## src/portb_pin_mux_defs.svh

```systemverilog
// Constants for the port B pin multiplexer.
// Included by the package and by portb_pin_mux; holds definitions only.
`ifndef PORTB_PIN_MUX_DEFS_SVH
`define PORTB_PIN_MUX_DEFS_SVH
`define PB_WIDTH          8
`define PB_TIMER_EVEN_BIT 0
`define PB_TIMER_ODD_BIT  1
`define PB_SLAVE_SEL_BIT  2
`define PB_SCK_BIT        3
`define PB_TIMER_FOUR_BIT 4
`define PB_TIMER_FIVE_BIT 5
`define PB_MISO_BIT       6
`define PB_MOSI_BIT       7
`define PB_RST_DIR        8'hff
`define PB_RST_ALT        8'h00
`define PB_RST_OUT        8'h00
`define PB_RST_ODE        8'h00
`endif

```

## src/portb_pin_mux_pkg.sv

```systemverilog
// Types for the port B pin multiplexer.
// Assumes the defs header is on the include path.
`include "portb_pin_mux_defs.svh"
package portb_pin_mux_pkg;
   // Drive style of an output pin
   typedef enum logic [1:0]
   {
      DRV_PUSH_PULL   = 2'b00,
      DRV_OPEN_DRAIN  = 2'b01,
      DRV_OPEN_SOURCE = 2'b10
   } drive_mode_t;

   // Per-pin software configuration
   typedef struct packed
   {
      logic [`PB_WIDTH-1:0] dir_in;
      logic [`PB_WIDTH-1:0] alt_sel;
      logic [`PB_WIDTH-1:0] out_data;
      logic [`PB_WIDTH-1:0] open_drain;
      logic [`PB_WIDTH-1:0] open_source;
      logic [`PB_WIDTH-1:0] irq_en;
   } pin_cfg_t;

   // Signals exchanged with the SPI core
   typedef struct packed
   {
      logic master;
      logic sck;
      logic mosi;
      logic miso;
   } spi_core_t;

   typedef struct packed
   {
      logic slave_sel_n;
      logic sck;
      logic mosi;
      logic miso;
   } spi_pin_in_t;
endpackage : portb_pin_mux_pkg

```

## src/pin_sync.sv

```systemverilog
// Two-flop synchroniser for asynchronous pin levels.
// Assumes inputs come from pads outside the clock domain.
`timescale 1ns/1ps
module pin_sync
   import portb_pin_mux_pkg::*;
#(
   parameter int WIDTH = 8
)
(
   input  wire logic             i_clock,
   input  wire logic             i_rst_n,
   input  wire logic [WIDTH-1:0] i_async,
   output logic      [WIDTH-1:0] o_sync
);
   logic [WIDTH-1:0] meta_q;

   if (WIDTH < 1)
   begin : g_bad_width
      $error("pin_sync: WIDTH must be positive");
   end

   always_ff @(posedge i_clock or negedge i_rst_n)
   begin
      if (!i_rst_n)
      begin
         meta_q <= '0;
         o_sync <= '0;
      end
      else
      begin
         meta_q <= i_async;
         o_sync <= meta_q;
      end
   end
endmodule : pin_sync

```

## src/portb_pin_mux.sv

```systemverilog
// Port B pin multiplexer: GPIO with per-pin direction, drive style,
// interrupt enable, and alternate timer and SPI functions; system clock out.
// Assumes configuration comes from port registers on i_clock, and that the
// pad ring resolves each pin from its output and output enable.
`timescale 1ns/1ps
`include "portb_pin_mux_defs.svh"
module portb_pin_mux
   import portb_pin_mux_pkg::*;
#(
   parameter int PIN_COUNT = `PB_WIDTH
)
(
   input  wire logic                 i_clock,
   input  wire logic                 i_rst_n,
   input  wire pin_cfg_t             i_cfg,
   input  wire spi_core_t            i_spi_core,
   input  wire logic                 i_timer_four_out,
   input  wire logic                 i_timer_five_out,
   input  wire logic [PIN_COUNT-1:0] i_portb_pin,
   output logic      [PIN_COUNT-1:0] o_portb_pin,
   output logic      [PIN_COUNT-1:0] o_portb_pin_oe,
   output logic      [PIN_COUNT-1:0] o_portb_level,
   output logic      [PIN_COUNT-1:0] o_portb_irq,
   output logic                      o_timer_even_clock_in,
   output logic                      o_timer_odd_clock_in,
   output spi_pin_in_t               o_spi_pin,
   output logic                      o_sysclk_out_en
);

   // Elaboration checks: the alternate map below is wired for eight fixed pins
   if (PIN_COUNT != `PB_WIDTH)
   begin : g_bad_count
      $error("portb_pin_mux: PIN_COUNT must equal the port width");
   end

   if (`PB_TIMER_EVEN_BIT >= PIN_COUNT)
   begin : g_bad_even_pin
      $error("portb_pin_mux: even timer clock pin lies outside the port");
   end

   if (`PB_TIMER_ODD_BIT >= PIN_COUNT)
   begin : g_bad_odd_pin
      $error("portb_pin_mux: odd timer clock pin lies outside the port");
   end

   if (`PB_SLAVE_SEL_BIT >= PIN_COUNT)
   begin : g_bad_select_pin
      $error("portb_pin_mux: slave select pin lies outside the port");
   end

   if (`PB_SCK_BIT >= PIN_COUNT)
   begin : g_bad_sck_pin
      $error("portb_pin_mux: SCK pin lies outside the port");
   end

   if (`PB_TIMER_FOUR_BIT >= PIN_COUNT)
   begin : g_bad_four_pin
      $error("portb_pin_mux: timer four output pin lies outside the port");
   end

   if (`PB_TIMER_FIVE_BIT >= PIN_COUNT)
   begin : g_bad_five_pin
      $error("portb_pin_mux: timer five output pin lies outside the port");
   end

   if (`PB_MISO_BIT >= PIN_COUNT)
   begin : g_bad_miso_pin
      $error("portb_pin_mux: MISO pin lies outside the port");
   end

   if (`PB_MOSI_BIT >= PIN_COUNT)
   begin : g_bad_mosi_pin
      $error("portb_pin_mux: MOSI pin lies outside the port");
   end

   // Pads are asynchronous; nothing below reads them before two flops
   logic [PIN_COUNT-1:0] pin_sync_q;

   pin_sync #(.WIDTH(PIN_COUNT)) u_pin_sync
   (
      .i_clock (i_clock),
      .i_rst_n (i_rst_n),
      .i_async (i_portb_pin),
      .o_sync  (pin_sync_q)
   );

   // SPI role and the core's outputs towards the pads
   wire logic master   = i_spi_core.master;
   wire logic slave    = ~i_spi_core.master;
   wire logic sck_val  = i_spi_core.sck;
   wire logic mosi_val = i_spi_core.mosi;
   wire logic miso_val = i_spi_core.miso;

   // Alternate-function output values per pin
   wire logic [PIN_COUNT-1:0] alt_val;
   wire logic [PIN_COUNT-1:0] alt_drive;

   assign alt_val[`PB_TIMER_EVEN_BIT] = 1'b0;
   assign alt_val[`PB_TIMER_ODD_BIT]  = 1'b0;
   assign alt_val[`PB_SLAVE_SEL_BIT]  = 1'b0;
   assign alt_val[`PB_SCK_BIT]        = sck_val;
   assign alt_val[`PB_TIMER_FOUR_BIT] = i_timer_four_out;
   assign alt_val[`PB_TIMER_FIVE_BIT] = i_timer_five_out;
   assign alt_val[`PB_MISO_BIT]       = miso_val;
   assign alt_val[`PB_MOSI_BIT]       = mosi_val;

   // Alternate directions: timer clock and select pins only listen, timer outputs always drive, SPI pins follow the role
   assign alt_drive[`PB_TIMER_EVEN_BIT] = 1'b0;
   assign alt_drive[`PB_TIMER_ODD_BIT]  = 1'b0;
   assign alt_drive[`PB_SLAVE_SEL_BIT]  = 1'b0;
   assign alt_drive[`PB_SCK_BIT]        = master;
   assign alt_drive[`PB_TIMER_FOUR_BIT] = 1'b1;
   assign alt_drive[`PB_TIMER_FIVE_BIT] = 1'b1;
   assign alt_drive[`PB_MISO_BIT]       = slave;
   assign alt_drive[`PB_MOSI_BIT]       = master;

   // General-purpose function: the data register value, driven unless marked input
   wire logic [PIN_COUNT-1:0] gpio_val   = i_cfg.out_data;
   wire logic [PIN_COUNT-1:0] gpio_drive = ~i_cfg.dir_in;
   wire logic [PIN_COUNT-1:0] gpio_in    = i_cfg.dir_in & ~i_cfg.alt_sel;

   // Function select per pin
   wire logic [PIN_COUNT-1:0] sel_val;
   wire logic [PIN_COUNT-1:0] sel_drive;
   assign sel_val   = (i_cfg.alt_sel & alt_val) | (~i_cfg.alt_sel & gpio_val);
   assign sel_drive = (i_cfg.alt_sel & alt_drive) | (~i_cfg.alt_sel & gpio_drive);

   // Open-drain drives only low, open-source only high; both set means released.
   // Applies to alternate outputs too, so a wired-or SPI bus can be built.
   wire logic [PIN_COUNT-1:0] drain_off  = i_cfg.open_drain & sel_val;
   wire logic [PIN_COUNT-1:0] source_off = i_cfg.open_source & ~sel_val;
   wire logic [PIN_COUNT-1:0] pin_d      = sel_val;
   wire logic [PIN_COUNT-1:0] oe_d       = sel_drive & ~drain_off & ~source_off;

   // Level requests from the synchronised pad; only GPIO inputs may raise one,
   // so a pin that the block itself drives cannot interrupt on its own echo.
   wire logic [PIN_COUNT-1:0] irq_d      = pin_sync_q & i_cfg.irq_en & gpio_in;

   // Inputs towards the timers and the SPI core; timer clocks and select idle unless alternate, SPI data and clock idle in the wrong role
   wire logic even_clk_d = i_cfg.alt_sel[`PB_TIMER_EVEN_BIT] & pin_sync_q[`PB_TIMER_EVEN_BIT];
   wire logic odd_clk_d  = i_cfg.alt_sel[`PB_TIMER_ODD_BIT] & pin_sync_q[`PB_TIMER_ODD_BIT];
   wire logic ss_n_d     = i_cfg.alt_sel[`PB_SLAVE_SEL_BIT] ? pin_sync_q[`PB_SLAVE_SEL_BIT] : 1'b1;
   wire logic sck_in_d   = pin_sync_q[`PB_SCK_BIT] & slave;
   wire logic mosi_in_d  = pin_sync_q[`PB_MOSI_BIT] & slave;
   wire logic miso_in_d  = pin_sync_q[`PB_MISO_BIT] & master;

   // One flop per SPI input; the output struct is only their concatenation
   logic ss_n_q;
   logic sck_in_q;
   logic mosi_in_q;
   logic miso_in_q;

   always_ff @(posedge i_clock or negedge i_rst_n)
   begin
      if (!i_rst_n)
      begin
         o_portb_pin <= `PB_RST_OUT;
      end
      else
      begin
         o_portb_pin <= pin_d;
      end
   end

   always_ff @(posedge i_clock or negedge i_rst_n)
   begin
      if (!i_rst_n)
      begin
         o_portb_pin_oe <= '0;
      end
      else
      begin
         o_portb_pin_oe <= oe_d;
      end
   end

   // Level is one flop behind the synchroniser, three edges behind the pad
   always_ff @(posedge i_clock or negedge i_rst_n)
   begin
      if (!i_rst_n)
      begin
         o_portb_level <= '0;
      end
      else
      begin
         o_portb_level <= pin_sync_q;
      end
   end

   always_ff @(posedge i_clock or negedge i_rst_n)
   begin
      if (!i_rst_n)
      begin
         o_portb_irq <= '0;
      end
      else
      begin
         o_portb_irq <= irq_d;
      end
   end

   always_ff @(posedge i_clock or negedge i_rst_n)
   begin
      if (!i_rst_n)
      begin
         o_timer_even_clock_in <= 1'b0;
      end
      else
      begin
         o_timer_even_clock_in <= even_clk_d;
      end
   end

   always_ff @(posedge i_clock or negedge i_rst_n)
   begin
      if (!i_rst_n)
      begin
         o_timer_odd_clock_in <= 1'b0;
      end
      else
      begin
         o_timer_odd_clock_in <= odd_clk_d;
      end
   end

   // Select idles high so the SPI core stays deselected out of reset
   always_ff @(posedge i_clock or negedge i_rst_n)
   begin
      if (!i_rst_n)
      begin
         ss_n_q <= 1'b1;
      end
      else
      begin
         ss_n_q <= ss_n_d;
      end
   end

   always_ff @(posedge i_clock or negedge i_rst_n)
   begin
      if (!i_rst_n)
      begin
         sck_in_q <= 1'b0;
      end
      else
      begin
         sck_in_q <= sck_in_d;
      end
   end

   always_ff @(posedge i_clock or negedge i_rst_n)
   begin
      if (!i_rst_n)
      begin
         mosi_in_q <= 1'b0;
      end
      else
      begin
         mosi_in_q <= mosi_in_d;
      end
   end

   always_ff @(posedge i_clock or negedge i_rst_n)
   begin
      if (!i_rst_n)
      begin
         miso_in_q <= 1'b0;
      end
      else
      begin
         miso_in_q <= miso_in_d;
      end
   end

   assign o_spi_pin = {ss_n_q, sck_in_q, mosi_in_q, miso_in_q};

   // The clock itself cannot come from a flop without a glitch risk;
   // this enable gates it at the pad instead
   always_ff @(posedge i_clock or negedge i_rst_n)
   begin
      if (!i_rst_n)
      begin
         o_sysclk_out_en <= 1'b0;
      end
      else
      begin
         o_sysclk_out_en <= 1'b1;
      end
   end
endmodule : portb_pin_mux

```

## config.mk

```make
export PLATFORM = sky130hd
export DESIGN_NAME = portb_pin_mux
export DESIGN_NICKNAME = d
export VERILOG_FILES = /design/src/portb_pin_mux_pkg.sv /design/src/pin_sync.sv /design/src/portb_pin_mux.sv
export VERILOG_INCLUDE_DIRS = /design/src
export SDC_FILE = /design/constraint.sdc
export NUM_CORES = 1
export LEC_CHECK = 0
export BUFFER_PORTS_ARGS = -buffer_cell sky130_fd_sc_hd__buf_2
export CORE_UTILIZATION = 35
export DETAILED_ROUTE_END_ITERATION = 10
export HOLD_SLACK_MARGIN = 0.06
export PLACE_DENSITY = 0.75
export SLEW_MARGIN = 10
export SYNTH_ARGS = -nofsm -noshare
export SYNTH_HDL_FRONTEND = slang
export SYNTH_SLANG_ARGS = --single-unit
```

## constraint.sdc

```tcl
create_clock -name i_clock -period 1.8 [get_ports i_clock]
set_input_delay 0 -clock i_clock [delete_from_list [all_inputs] [get_ports i_clock]]
set_output_delay 0 -clock i_clock [all_outputs]
set_load 0.02 [all_outputs]
```

==> impl_metrics.tcl <==
set metrics [dict create \
    fp.dieH_microns 73.55 \
    cts_tree "yes" \
    finalSetupTns_ns 0 \
    yosysTopAreaCell "dfrtp_1" \
    drtAntennaViolNets 0 \
    syn_nets 175 \
    synth-xor-area-share 0 \
    grt_start_max_net_pins 31 \
    syn_inst 111 \
    drt-initial-drc-count 41 \
    worst_slew_pin_slew_ns 0.5934 \
    finalCritPeriodShare 0.9029 \
    register_area_sq_mm 0.001378 \
    ys_warn_count 0 \
    wl_mm 4.243 \
    multi_input_area_sq_um 357.8 \
    cp.required_ns 2.04 \
    power.leakage_nw 1.591 \
    clkPwrFrac 0.328 \
    p_switching_w 0.0005740 \
    fin_worst_skew_ns 0.004440 \
    wl_per_cell_microns 12.55 \
    overflow 0 \
    critPathKind "in2reg" \
    hold_violations 0 \
    synth_cell_types 22 \
    yosys.area_share.simple 0.1138 \
    track_usage 0.1738 \
    netlist_top_cells_area "dfrtp_1 75%, nor2b_1 2.8%, and4b_1 2.2%" \
    synthFlopType "dfrtp_1" \
    grt_pass1_vias 1561 \
    initial_core_util 0.3719 \
    power_per_cell_area_mw_per_mm2 836.1 \
    hold_path.class "in2reg" \
    synth-seq-cells 55 \
    dieArea_sq_mm 0.005410 \
    cp-start-kind "input port" \
    synth_top_family_by_area "simple AND/OR/NAND/NOR gates" \
    clock_latency_ns 0.30 \
    worstSetupEndpointType "flop" \
    drcViolationCount 0 \
    root_buffer "clkbuf_8" \
    slew_headroom 0.6044 \
    synth_mux_area_frac 0.03561 \
    p_seq_frac 0.522 \
    fmax_mhz 615.3 \
    io_buffers 102 \
    die_w_microns 73.55 \
    clkTransAtPathRegs_ns 0.09 \
    area_delta_synth_final_pct 68.78 \
    syn_area_per_cell_sq_um 16.14 \
    vias_per_cell 4.246 \
    period_needed_ns 1.625 \
    setup_violations 0 \
    grt_pass1_wl_mm 6.775 \
    irDropWorstVdd_uv 535.5 \
    cts_made_buffers 5 \
    critPathMaxFanout 3 \
    ys_seq_area_frac 0.7689 \
    yosys.area_share.adder 0 \
    fin_util 0.6278 \
    nFillCells 407 \
    drv_cap 0 \
    arrival_ns 1.87 \
    netlist_area_sq_mm 0.001792 \
    placed_area_sq_mm 0.002376 \
    layout-drive-gt1-share 0.4539 \
    drv_slew 0 \
    num_antenna_cells 0 \
    cts_resized 0 \
    coreArea_sq_mm 0.004817 \
    synth_edf_count 0 \
    rsz0062_at_grt "false" \
    fin_area_sq_mm 0.003024 \
    dp_hpwl_mm 2.753 \
    ff2ff_setup_slack_ns 0.52 \
    status "completed" \
    synth_top_area_frac 0.7542 \
    vias 1435 \
    place_congestion 0.7143 \
    power_frac_comb 0.150 \
    layout.cells.non_filler 338 \
    row_count 25 \
    clock_path_buffers 2 \
    antenna_found_initial 0 \
    ioPinCount 103 \
    dpl.cell_count 277 \
    drtPass1Iterations 3 \
    p_int_w 0.001954 \
    synth_compound_area_frac 0.04818 \
    nNetsFinal 334 \
    cts_sinks 55 \
    synthArstFlopShare 1.000 \
    h-tree-depth 2 \
    swShare 0.2270 \
]
==> logic make-up (layout without fill, tap and decap cells) <==
logic type | after synthesis | in the layout
AOI/OAI and AO/OA | 9 | 9
buffers and inverters | 11 | 171
DFF | 55 | 55
muxes | 5 | 5
other | 1 | 1
and+or+nand+nor | 30 | 30
==> sequential cells by signal, summed over array words and instances (netlist names) <==
signal                 count
mosi_in_q                  1
o_portb_irq                8
o_timer_odd_clock_in       1
o_timer_even_clock_in      1
o_portb_level              8
o_sysclk_out_en            1
o_portb_pin_oe             8
sck_in_q                   1
miso_in_q                  1
o_portb_pin                8
ss_n_q                     1
u_pin_sync.meta_q          8
u_pin_sync.o_sync          8
==> cells in the final DEF (no fill, tap or decap), drive strengths merged <==
| cell type | n |
|---|---|
| a2111oi | 5 |
| a211oi | 1 |
| a21oi | 1 |
| a221oi | 2 |
| and2 | 4 |
| and2b | 2 |
| and3 | 2 |
| and4 | 2 |
| and4b | 4 |
| buf | 103 |
| bufinv | 1 |
| clkbuf | 6 |
| clkinv | 1 |
| conb | 1 |
| dfrtp | 54 |
| dfstp | 1 |
| dlygate4sd3 | 53 |
| inv | 7 |
| mux2 | 5 |
| nand2b | 1 |
| nor2 | 6 |
| nor2b | 9 |
==> power groups by stage <==
stage          clock [W]  combinational, W  sequential, W
5_1_grt         0.000897          0.000414        0.00133
4_1_cts         0.000853          0.000378        0.00132
3_5_place_dp           0          0.000282        0.00134
6_report        0.000830          0.000379        0.00132
3_3_place_gp           0          0.000275        0.00134
2_1_floorplan          0         0.0000681        0.00140
==> metal layers <==
metal,part of all wire,track usage,vias to the layer above
met5,0,0,-
met4,0.025,0.07265,0
met3,0.078,0.06584,13
met2,0.53,0.3109,68
met1,0.36,0.1817,666
li1,-,-,688
==> path summary, 6_finish.rpt <==
path | to | cells after the start | startpoint
worst max-delay path | o_portb_pin_oe[6] | 5 | i_cfg[30]
worst min-delay path | o_portb_irq[6] | 3 | i_cfg[46]
worst max register to register | o_portb_irq[3] | 2 | u_pin_sync.o_sync[3]
worst min register to register | u_pin_sync.o_sync[6] | 0 | u_pin_sync.meta_q[6]
max in group asynchronous | ss_n_q | 3 | i_rst_n
min in group asynchronous | u_pin_sync.meta_q[3] | 2 | i_rst_n
==> per-stage QoR <==
step / power, W / hold slack, ns / setup slack [ns]
global placement: 0.001618 / 0.02936 / 0.9285
floorplan: 0.001468 / -0.2956 / 1.069
global route: 0.002636 / 0.1052 / 0.1218
CTS: 0.002550 / 0.09035 / 0.1900
detailed placement: 0.001626 / 0.03952 / 0.8752
finish: 0.002528 / 0.1005 / 0.1749
==> synthesized netlist by cell type, drive strengths merged, types with 2 or more instances <==
master,instances
dfrtp,54
nor2b,9
inv,7
nor2,6
a2111oi,5
mux2,5
and2,4
and4b,4
buf,4
a221oi,2
and2b,2
and3,2
and4,2
==> critical path: stages <==
cell           delay, ns
dlygate4sd3_1       0.53
buf_2               0.12
mux2_4              0.28
a2111oi_2           0.34
dlygate4sd3_1       0.59
==> cell type report <==
class                      count  share of cell area
inverter                       7            0.008688
timing repair buffer         156              0.3508
tap                           67             0.02772
clock inverter                 2             0.01158
sequential                    55              0.4555
clock buffer                   6             0.02731
multi-input combinational     45              0.1183
==> what timing repair did <==
action | 4_1_cts | 5_1_grt
endpoints found under the hold margin | 63 | 0
setup endpoints to repair | 0 | 0
hold buffers | 53 | 0
buffers inserted | 0 | 0
No activity file was read; power rests on OpenSTA's default activity.
